--- src/design/dsf_pkg.sv ---
// constants shared by the special flag bank and its helpers
package dsf_pkg;
    // ************************************************
    // register offsets, word index on the plain port
    // ************************************************
    localparam int AW = 4;
    localparam int DW = 16;
    localparam logic [3:0] A_CTRL = 4'h0;
    localparam logic [3:0] A_TWORD = 4'h1;
    localparam logic [3:0] A_CFG = 4'h2;
    localparam logic [3:0] A_REQ = 4'h3;
    localparam logic [3:0] A_HSO = 4'h4;
    localparam logic [3:0] A_DSTAT = 4'h5;
    localparam logic [3:0] A_OSTAT = 4'h6;
    localparam logic [3:0] A_MSTAT = 4'h7;
    // ************************************************
    // control word bit positions
    // ************************************************
    localparam int B_FWD = 0;
    localparam int B_REV = 1;
    localparam int B_NX1 = 8;
    localparam int B_MRS = 9;
    localparam int B_STP = 10;
    localparam int B_RES = 11;
    localparam int B_NX3 = 12;
    localparam int B_NX4 = 13;
    localparam int B_NX5 = 14;
    // ************************************************
    // config, request and misc status fields
    // ************************************************
    localparam int CFG_SRC = 0;
    localparam int CFG_W2 = 1;
    localparam int REQ_SET = 0;
    localparam int REQ_RD = 1;
    localparam int MS_SAFE = 0;
    localparam int MS_WNOT = 1;
    localparam int MS_CDONE = 2;
    localparam int MS_HSI = 4;
    // ************************************************
    // widths and reset values
    // ************************************************
    localparam int DST_W = 9;
    localparam int OST_W = 14;
    localparam int HS_W = 4;
    localparam logic [15:0] CTRL_RST = 16'h0000;
    localparam logic [1:0] CFG_RST = 2'h0;
    localparam logic [1:0] REQ_RST = 2'h0;
    localparam logic [3:0] HSO_RST = 4'h0;
endpackage : dsf_pkg

--- src/design/dsf_clock_ctl.sv ---
// clock set and read request handling
`timescale 1ns/1ns
module dsf_clock_ctl (
    input wire logic sys_clk_in,
    input wire logic sys_rst_in,
    input wire logic set_req_in,
    input wire logic read_req_in,
    input wire logic ext_clock_set_in,
    input wire logic param_clock_set_in,
    output logic clock_write_out,
    output logic clock_read_en_out,
    output logic clock_set_done_flag_out
);
    logic set_req_d;
    logic read_req_d;
    logic set_evt;
    logic read_rise;
    logic next_done;

    // ************************************************
    // edge detection and done flag
    // ************************************************
    // request edges, set events from any source
    assign set_evt = ext_clock_set_in | param_clock_set_in
        | (set_req_in & ~set_req_d);
    assign read_rise = read_req_in & ~read_req_d;
    assign next_done = set_evt ? 1'b1 :
        (read_rise ? 1'b0 : clock_set_done_flag_out);
    // read only while request is on
    assign clock_read_en_out = read_req_in;

    // registers
    always_ff @(posedge sys_clk_in) begin
        if (sys_rst_in) begin
            set_req_d <= 1'b0;
            read_req_d <= 1'b0;
            clock_write_out <= 1'b0;
            clock_set_done_flag_out <= 1'b0;
        end else begin
            set_req_d <= set_req_in;
            read_req_d <= read_req_in;
            clock_write_out <= set_req_in & ~set_req_d;
            clock_set_done_flag_out <= next_done;
        end
    end
endmodule : dsf_clock_ctl

--- src/design/dsf_flag_bank.sv ---
// special flag bank between user program and drive core
`timescale 1ns/1ns
module dsf_flag_bank (
    input wire logic sys_clk_in,
    input wire logic sys_rst_in,
    input wire logic [dsf_pkg::AW-1:0] addr_in,
    input wire logic [dsf_pkg::DW-1:0] wr_data_in,
    input wire logic wr_in,
    input wire logic rd_in,
    output logic [dsf_pkg::DW-1:0] rd_data_out,
    input wire logic net_variant_in,
    input wire logic network_mode_in,
    input wire logic scan_start_in,
    input wire logic [dsf_pkg::DST_W-1:0] drive_status_in,
    input wire logic [dsf_pkg::OST_W-1:0] out_func_status_in,
    input wire logic safety_fault_in,
    input wire logic param_read_done_in,
    input wire logic param_read_2word_in,
    input wire logic [dsf_pkg::HS_W-1:0] param_access_handshake_in,
    output logic [dsf_pkg::HS_W-1:0] param_access_handshake_out,
    output logic param_write_2word_out,
    input wire logic ext_clock_set_in,
    input wire logic param_clock_set_in,
    output logic clock_write_out,
    output logic clock_read_en_out,
    output logic [dsf_pkg::DW-1:0] terminal_state_out,
    output logic forward_start_input_out,
    output logic reverse_start_input_out,
    output logic fwd_terminal_out,
    output logic rev_terminal_out,
    output logic output_stop_input_out,
    output logic fault_reset_input_out,
    output logic stop_hold_input_out,
    output logic [4:0] network_virtual_input_out
);
    // ************************************************
    // decode helper
    // ************************************************
    // write hit on one register index
    function automatic logic wr_hit(
        input logic wr,
        input logic [3:0] a,
        input logic [3:0] target
    );
        wr_hit = wr && (a == target);
    endfunction : wr_hit

    // ************************************************
    // declarations
    // ************************************************
    logic [15:0] ctrl_flags;
    logic [15:0] terminal_control_word;
    logic [1:0] cfg;
    logic [1:0] req;
    logic param_width_notice_flag;
    logic [15:0] term_sel;
    logic [15:0] rd_mux;
    logic [4:0] net_map;
    logic [dsf_pkg::DST_W-1:0] drive_snap;
    logic [dsf_pkg::OST_W-1:0] out_snap;
    logic safety_monitor_flag;
    logic clock_set_done_flag;
    logic control_source_select_flag;
    logic param_width_setting_flag;
    logic clock_set_request_flag;
    logic clock_read_request_flag;
    logic wr_ctrl;
    logic wr_tword;
    logic wr_cfg;
    logic wr_req;
    logic wr_hso;

    // ************************************************
    // write decode and flag names
    // ************************************************
    assign wr_ctrl = wr_hit(wr_in, addr_in, dsf_pkg::A_CTRL);
    assign wr_tword = wr_hit(wr_in, addr_in, dsf_pkg::A_TWORD);
    assign wr_cfg = wr_hit(wr_in, addr_in, dsf_pkg::A_CFG);
    assign wr_req = wr_hit(wr_in, addr_in, dsf_pkg::A_REQ);
    assign wr_hso = wr_hit(wr_in, addr_in, dsf_pkg::A_HSO);
    assign control_source_select_flag = cfg[dsf_pkg::CFG_SRC];
    assign param_width_setting_flag = cfg[dsf_pkg::CFG_W2];
    assign clock_set_request_flag = req[dsf_pkg::REQ_SET];
    assign clock_read_request_flag = req[dsf_pkg::REQ_RD];

    // ************************************************
    // writable flag registers
    // ************************************************
    // values held until rewritten
    // control, terminal word, config, request and handshake out registers are writable
    always_ff @(posedge sys_clk_in) begin
        if (sys_rst_in) begin
            ctrl_flags <= dsf_pkg::CTRL_RST;
            terminal_control_word <= dsf_pkg::CTRL_RST;
            cfg <= dsf_pkg::CFG_RST;
            req <= dsf_pkg::REQ_RST;
            param_access_handshake_out <= dsf_pkg::HSO_RST;
        end else begin
            if (wr_ctrl)
                ctrl_flags <= wr_data_in;
            if (wr_tword)
                terminal_control_word <= wr_data_in;
            if (wr_cfg)
                cfg <= wr_data_in[1:0];
            if (wr_req)
                req <= wr_data_in[1:0];
            if (wr_hso)
                param_access_handshake_out <= wr_data_in[3:0];
        end
    end

    // ************************************************
    // parameter width handling
    // ************************************************
    // write width follows setting flag
    assign param_write_2word_out = param_width_setting_flag;

    always_ff @(posedge sys_clk_in) begin
        if (sys_rst_in)
            param_width_notice_flag <= 1'b0;
        else if (param_read_done_in)
            param_width_notice_flag <= param_read_2word_in;
    end

    // ************************************************
    // terminal selection and mapping
    // ************************************************
    // flags or terminal word
    assign term_sel = control_source_select_flag ?
        terminal_control_word : ctrl_flags;
    // one to one network input mapping
    assign net_map = net_variant_in ?
        {term_sel[dsf_pkg::B_NX5], term_sel[dsf_pkg::B_NX4],
         term_sel[dsf_pkg::B_NX3], term_sel[dsf_pkg::B_STP],
         term_sel[dsf_pkg::B_NX1]} : 5'h00;

    // terminal registers toward the drive core
    always_ff @(posedge sys_clk_in) begin
        if (sys_rst_in) begin
            terminal_state_out <= dsf_pkg::CTRL_RST;
            forward_start_input_out <= 1'b0;
            reverse_start_input_out <= 1'b0;
            fwd_terminal_out <= 1'b0;
            rev_terminal_out <= 1'b0;
            output_stop_input_out <= 1'b0;
            fault_reset_input_out <= 1'b0;
            stop_hold_input_out <= 1'b0;
            network_virtual_input_out <= 5'h00;
        end else begin
            terminal_state_out <= term_sel;
            // fixed forward start in network mode
            forward_start_input_out <= network_mode_in
                & term_sel[dsf_pkg::B_FWD];
            fwd_terminal_out <= ~network_mode_in
                & term_sel[dsf_pkg::B_FWD];
            // fixed reverse start in network mode
            reverse_start_input_out <= network_mode_in
                & term_sel[dsf_pkg::B_REV];
            rev_terminal_out <= ~network_mode_in
                & term_sel[dsf_pkg::B_REV];
            output_stop_input_out <= term_sel[dsf_pkg::B_MRS];
            fault_reset_input_out <= term_sel[dsf_pkg::B_RES];
            // stop hold only on non-network variant
            stop_hold_input_out <= ~net_variant_in
                & term_sel[dsf_pkg::B_STP];
            network_virtual_input_out <= net_map;
        end
    end

    // ************************************************
    // helper blocks
    // ************************************************
    // per-scan status snapshot
    dsf_status_snap u_snap (
        .sys_clk_in(sys_clk_in),
        .sys_rst_in(sys_rst_in),
        .scan_start_in(scan_start_in),
        .drive_status_in(drive_status_in),
        .out_status_in(out_func_status_in),
        .safety_fault_in(safety_fault_in),
        .drive_snap_out(drive_snap),
        .out_snap_out(out_snap),
        .safe_ok_out(safety_monitor_flag)
    );

    // clock request handling
    dsf_clock_ctl u_clk (
        .sys_clk_in(sys_clk_in),
        .sys_rst_in(sys_rst_in),
        .set_req_in(clock_set_request_flag),
        .read_req_in(clock_read_request_flag),
        .ext_clock_set_in(ext_clock_set_in),
        .param_clock_set_in(param_clock_set_in),
        .clock_write_out(clock_write_out),
        .clock_read_en_out(clock_read_en_out),
        .clock_set_done_flag_out(clock_set_done_flag)
    );

    // ************************************************
    // read path
    // ************************************************
    // read mux, unmapped indices read zero
    always_comb begin
        rd_mux = 16'h0000;
        unique case (addr_in)
            dsf_pkg::A_CTRL: rd_mux = ctrl_flags;
            dsf_pkg::A_TWORD: rd_mux = terminal_control_word;
            dsf_pkg::A_CFG: rd_mux[1:0] = cfg;
            dsf_pkg::A_REQ: rd_mux[1:0] = req;
            dsf_pkg::A_HSO: rd_mux[3:0] = param_access_handshake_out;
            dsf_pkg::A_DSTAT: rd_mux[dsf_pkg::DST_W-1:0] = drive_snap;
            // one bit per assigned output function
            dsf_pkg::A_OSTAT: rd_mux[dsf_pkg::OST_W-1:0] = out_snap;
            dsf_pkg::A_MSTAT: begin
                rd_mux[dsf_pkg::MS_SAFE] = safety_monitor_flag;
                rd_mux[dsf_pkg::MS_WNOT] = param_width_notice_flag;
                rd_mux[dsf_pkg::MS_CDONE] = clock_set_done_flag;
                rd_mux[7:4] = param_access_handshake_in;
            end
            default: rd_mux = 16'h0000;
        endcase
    end

    // read data stands only in the cycle after the strobe
    always_ff @(posedge sys_clk_in) begin
        if (sys_rst_in)
            rd_data_out <= 16'h0000;
        else
            rd_data_out <= rd_in ? rd_mux : 16'h0000;
    end
endmodule : dsf_flag_bank

--- src/design/dsf_status_snap.sv ---
// per-scan snapshot of drive status and safety monitor
`timescale 1ns/1ns
module dsf_status_snap (
    input wire logic sys_clk_in,
    input wire logic sys_rst_in,
    input wire logic scan_start_in,
    input wire logic [dsf_pkg::DST_W-1:0] drive_status_in,
    input wire logic [dsf_pkg::OST_W-1:0] out_status_in,
    input wire logic safety_fault_in,
    output logic [dsf_pkg::DST_W-1:0] drive_snap_out,
    output logic [dsf_pkg::OST_W-1:0] out_snap_out,
    output logic safe_ok_out
);
    // ************************************************
    // snapshot registers
    // ************************************************
    // refresh each scan
    // output flags kept even without option
    always_ff @(posedge sys_clk_in) begin
        if (sys_rst_in) begin
            drive_snap_out <= '0;
            out_snap_out <= '0;
            safe_ok_out <= 1'b0;
        end else if (scan_start_in) begin
            drive_snap_out <= drive_status_in;
            out_snap_out <= out_status_in;
            safe_ok_out <= ~safety_fault_in;
        end
    end
endmodule : dsf_status_snap
--- config.mk ---
export PLATFORM = sky130hd
export DESIGN_NAME = dsf_flag_bank
export DESIGN_NICKNAME = d
export VERILOG_FILES = /design/src/design/dsf_pkg.sv /design/src/design/dsf_clock_ctl.sv /design/src/design/dsf_flag_bank.sv /design/src/design/dsf_status_snap.sv
export SDC_FILE = /design/constraint.sdc
export NUM_CORES = 1
export LEC_CHECK = 0
export BUFFER_PORTS_ARGS = -buffer_cell sky130_fd_sc_hd__buf_4
export CORE_MARGIN = 1
export CORE_UTILIZATION = 35
export CTS_BUF_LIST = sky130_fd_sc_hd__clkbuf_2 sky130_fd_sc_hd__clkbuf_4 sky130_fd_sc_hd__clkbuf_8
export CTS_CLUSTER_SIZE = 28
export DETAILED_ROUTE_END_ITERATION = 10
export PLACE_DENSITY = 0.68
export SLEW_MARGIN = 20
export SYNTH_ARGS = -nofsm -noshare
export SYNTH_HDL_FRONTEND = slang
export SYNTH_SLANG_ARGS = --single-unit
--- constraint.sdc ---
create_clock -name sys_clk_in -period 2 [get_ports sys_clk_in]
set_input_delay 0.4 -clock sys_clk_in [delete_from_list [all_inputs] [get_ports sys_clk_in]]
set_output_delay 0.4 -clock sys_clk_in [all_outputs]
set_load 0.01 [all_outputs]
After elaboration in Yosys (flattened, before gate mapping)

Cells that the tools add are included.

Register bits after elaboration: 113
Output and inout bits: 51
Logic and storage cells: 64

Equality and inequality tests: 7
Mux-type cells: 10
Bitwise operators: 15
Reductions and logical operators: 9

Operator list:

| kind               | number |
|---|---|
| $pmux 4 s5         | 1 |
| $eq 4x3->1 const B | 4 |
| $mux 16            | 1 |
| $pmux 2 s8         | 1 |
| $pmux 5 s3         | 1 |
| $eq 4x2->1 const B | 2 |
| $and 1x1->1        | 7 |
| $not 1->1          | 6 |
| $pmux 1 s6         | 1 |
| $logic_and 1x1->1  | 5 |
| $pmux 1 s5         | 1 |
| $eq 4x1->1 const B | 1 |
| $logic_not 4->1    | 1 |
| $pmux 1 s4         | 1 |
| $pmux 2 s2         | 1 |
| $reduce_or 2->1    | 2 |
| $mux 1             | 2 |
| $or 1x1->1         | 2 |
| $reduce_bool 2->1  | 1 |

Logic depth before layout (Yosys ltp)

Depth in word-level cells: 4
Gate-level depth with buffers: 7

Modules after synthesis

Synthesis repeated with hierarchy kept, for this count alone.

Cells, all modules: 467
Area, all modules: 4355.4 µm²

By module, submodules not included:

| module          | times used | cells each | area an instance (µm²) |
|---|---|---|---|
| dsf_flag_bank   | 1          | 377        | 3340.7 |
| dsf_status_snap | 1          | 77         | 873.3 |
| dsf_clock_ctl   | 1          | 13         | 141.4 |

Least setup slack after synthesis

No wires, ideal clock.

Kind: input to register
Start point: input port addr_in[2] in the netlist's numbering
End point: register ctrl_flags[10]
Library setup time: 0.132 ns
Arrival: 1.407 ns
Required time: 1.868 ns
Path slack: 0.461 ns
Cell stages on the path: 6
Buffers on the path: 2
Cells stage by stage: buf_6 nor3b_1 nand2_1 buf_2 nand2_1 a21oi_1

Word-level cells in the longest chain between the ends: 2

RTL lines:

| what                 | line                 | text |
|---|---|---|
| from (decl)          | dsf_flag_bank.sv:6   | `input wire logic [dsf_pkg::AW-1:0] addr_in,` |
| $logic_not 4->1      | dsf_flag_bank.sv:45  | `wr_hit = wr && (a == target);` |
| $logic_and 1x1->1    | dsf_flag_bank.sv:45  |  |
| to (signal assigned) | dsf_flag_bank.sv:93  | `ctrl_flags <= dsf_pkg::CTRL_RST;` |
| to (signal assigned) | dsf_flag_bank.sv:100 | `ctrl_flags <= wr_data_in;` |
| to (decl)            | dsf_flag_bank.sv:51  | `logic [15:0] ctrl_flags;` |

Every way passes these cells.
A chain may end at the register's enable or synchronous reset.

Worst setup path in the final report

Start point: register param_access_handshake_out[0] in the netlist's numbering
End point: output port param_access_handshake_out[0] in the netlist's numbering

RTL lines:

| what                   | line                 | text |
|---|---|---|
| from (decl)            | dsf_flag_bank.sv:20  | `output logic [dsf_pkg::HS_W-1:0] param_access_handshake_out,` |
| from (signal assigned) | dsf_flag_bank.sv:97  | `param_access_handshake_out <= dsf_pkg::HSO_RST;` |
| from (signal assigned) | dsf_flag_bank.sv:108 | `param_access_handshake_out <= wr_data_in[3:0];` |

No word-level cell between the ends.

==> flow_metrics.py <==
metrics = {
    "synthesis": {
        "yosysMostFrequentCell": "dfxtp_1",
        "avgSynthCellArea_um2": 9.27,
        "ys.flop_type": "dfxtp_1",
        "synth_area_um2": 4330,
        "synth_common_cells": "dfxtp_1 (111), nand2_1 (77), nor2_1 (62), mux2i_1 (51), a21oi_1 (42)",
        "ys_seq_area_frac": 0.513,
        "synth-edff-count": 0,
        "netlist.area_leader.share": 0.513,
        "synthTopCellsByArea": "dfxtp_1 (51%), mux2i_1 (12%), nand2_1 (6.7%), nor2_1 (5.4%), a21oi_1 (4.9%)",
        "yosysWarnings": 0,
        "yosysTopAreaCell": "dfxtp_1",
        "ys_ff_latch": 111,
        "synth_cell_types": 44,
        "synthArstFlopShare": 0,
        "syn_inst": 467,
        "synth_nets": 526,
    },
    "worst_setup_path": {
        "criticalPathCategory": "reg -> out",
        "cpPeakStageDelay_ns": 0.43,
        "rr_startpoint": "u_clk.clock_set_done_flag_out",
        "arrival_ns": 0.98,
        "startpoint_type": "flop",
        "endpoint_kind": "output port",
        "r2r_slack_ns": 0.72,
        "crit_family": "flip-flops",
        "path_buf_inv": 1,
        "crit_path_max_fanout": 3,
        "crit_end": "param_access_handshake_out[0]",
        "crit_slowest_cell": "dfxtp_1",
        "crit_chain": "buf_4",
        "required_ns": 1.60,
        "crit_path_start": "param_access_handshake_out[0]",
        "ff2ff_path_depth": 4,
        "timing.rr.end": "rd_data_out[2]",
        "cp_num_cells": 1,
    },
    "routing": {
        "viasPerCell": 5.02,
        "first_iter_violations": 238,
        "drt-total-wl_mm": 11.9,
        "wl_per_cell_um": 16.5,
        "drc": 0,
        "drtPass1Iterations": 6,
        "dr_total_vias": 3612,
        "ant_nets": 0,
    },
    "timing": {
        "finalWorstPathRequiredPeriod_ns": 1.38,
        "hold_viol_final": 0,
        "finalSetupTns_ns": 0,
        "setup_viol": 0,
        "tightestPinTransition_ns": 0.868,
        "fmax_mhz": 727,
        "period_share": 0.688,
        "finalClockSkew_ns": 0.0137,
        "slew_violations": 0,
        "rsz0062_at_grt": "false",
        "slew_headroom": 0.421,
    },
    "worst_hold_path": {
        "holdCritPathClass": "in -> reg",
        "min_from": "safety_fault_in",
    },
    "finish": {
        "synthToLayoutAreaGrowth_pct": 26.6,
        "drive_gt1_frac": 0.257,
        "n_antenna_cell": 0,
        "final_nets": 626,
        "utilization": 0.456,
        "fillers": 1189,
    },
    "clock_tree": {
        "cts_made_buffers": 9,
        "ctsResizeCount": 0,
        "cts.sinks": 111,
        "cts_root_buf": "clkbuf_8",
        "ctsHtreeMaxLevel": 3,
        "cts_tree": "done",
        "cts_hold_buf": 0,
        "postCtsSetupRepairBufs": 0,
        "cts_buffer_depth": 2,
        "clock_latency_ns": 0.39,
        "clk_pin_slew_ns": 0.10,
    },
    "placed_design": {
        "portBuffers": 109,
        "gp_congestion": 0.850,
        "hpwl_mm": 8.85,
    },
    "global_routing": {
        "busiest_layer": "met2",
        "use_met2": 0.304,
        "grt_pass1_vias": 3496,
        "grt_pass1_wl_mm": 18.8,
        "grt_overflow_total": 0,
        "antenna_found_initial": 0,
        "grt.total_usage": 0.194,
        "grtUsageMet1": 0.261,
        "grt_util_met3": 0.0396,
        "grt_max_degree": 89,
    },
    "floorplanning": {
        "ios": 110,
        "num_rows": 40,
        "core_area_um2": 12000,
        "dieHeight_um": 113,
        "initial_core_util": 0.360,
        "die-area_um2": 12800,
        "die_x_um": 113,
    },
    "pwr": {
        "p_leak_nw": 2.24,
        "ir_drop_mv": 0.401,
        "p_per_area_nw_per_um2": 773,
    },
    "run": {
        "drv_cap": 0,
    },
    "status": {
        "outcome": "complete, no violations",
    },
}
## registers in the layout, summed over array words and instances, names as in the netlist, 4 cells and up
signal	flops
ctrl_flags	16
terminal_state_out	16
u_snap.drive_snap_out	9
param_access_handshake_out	4
u_snap.out_snap_out	14
terminal_control_word	16
network_virtual_input_out	5
rd_data_out	16
## cell type report
type,instances,area [um^2],share of cell area
Sequential cell,111,2220,0.405
Multi-Input combinational cell,321,1910,0.349
Timing Repair Buffer,121,908,0.166
Tap cell,147,184,0.0336
Clock buffer,9,124,0.0226
Clock inverter,7,119,0.0217
Inverter,3,11.3,0.00205
## worst min path at each step
stage                                     to  slack [ns]  cells after the start
floorplan                     rd_data_out[4]        0.43                      2
global placement    terminal_control_word[9]        0.45                      2
detailed placement            rd_data_out[6]        0.46                      2
CTS                       u_snap.safe_ok_out        0.17                      2
global route              u_snap.safe_ok_out        0.18                      2
finish                    u_snap.safe_ok_out        0.18                      2
## power by group
part | leakage [nW] | total, mW | switching [mW] | internal, mW
logic | 1.22 | 0.347 | 0.184 | 0.163
clock network | 0.116 | 1.60 | 0.770 | 0.833
registers | 0.900 | 2.29 | 0.0330 | 2.26
total | 2.24 | 4.24 | 0.987 | 3.25
## per-layer routing
layer,wire length [um],share of wire
met1,5510,0.46
met2,5450,0.46
met3,722,0.061
met4,212,0.018
met5,0,0
## layout by cell type (no fill, tap or decap), drive strengths merged, types with 2 or more instances in the layout
cell	n
a221oi	2
nor3	8
a31oi	2
clkinvlp	2
or2	2
inv	4
dfxtp	111
a211oi	2
nand3b	3
nand2b	4
bufinv	3
nand2	77
nor3b	3
clkbuf	9
a22oi	9
nor2b	5
and2	10
buf	121
a32oi	3
nand3	2
nor2	64
a22o	12
a21oi	42
mux2i	51
mux2	4
o21ai	3
## stage by stage
stage	setup WS, ns	cell area, um^2	hold WS (ns)	std cells	power [mW]
final	0.624	5480	0.182	719	4.24
after global routing	0.518	5480	0.176	719	4.40
after CTS	0.599	5480	0.165	719	4.28
after detailed placement	0.206	5240	0.456	703	2.69
after global placement	0.286	5240	0.454	703	2.68
after floorplan	0.461	4330	0.427	467	2.52
## cells by family after synthesis
group           Yosys count  synth area share
compound gates           82             0.122
buf+inv                  35            0.0448
flops                   111             0.513
mux                      55             0.128
simple gates            184             0.192
Note: power is estimated with default switching activity, not from simulation.
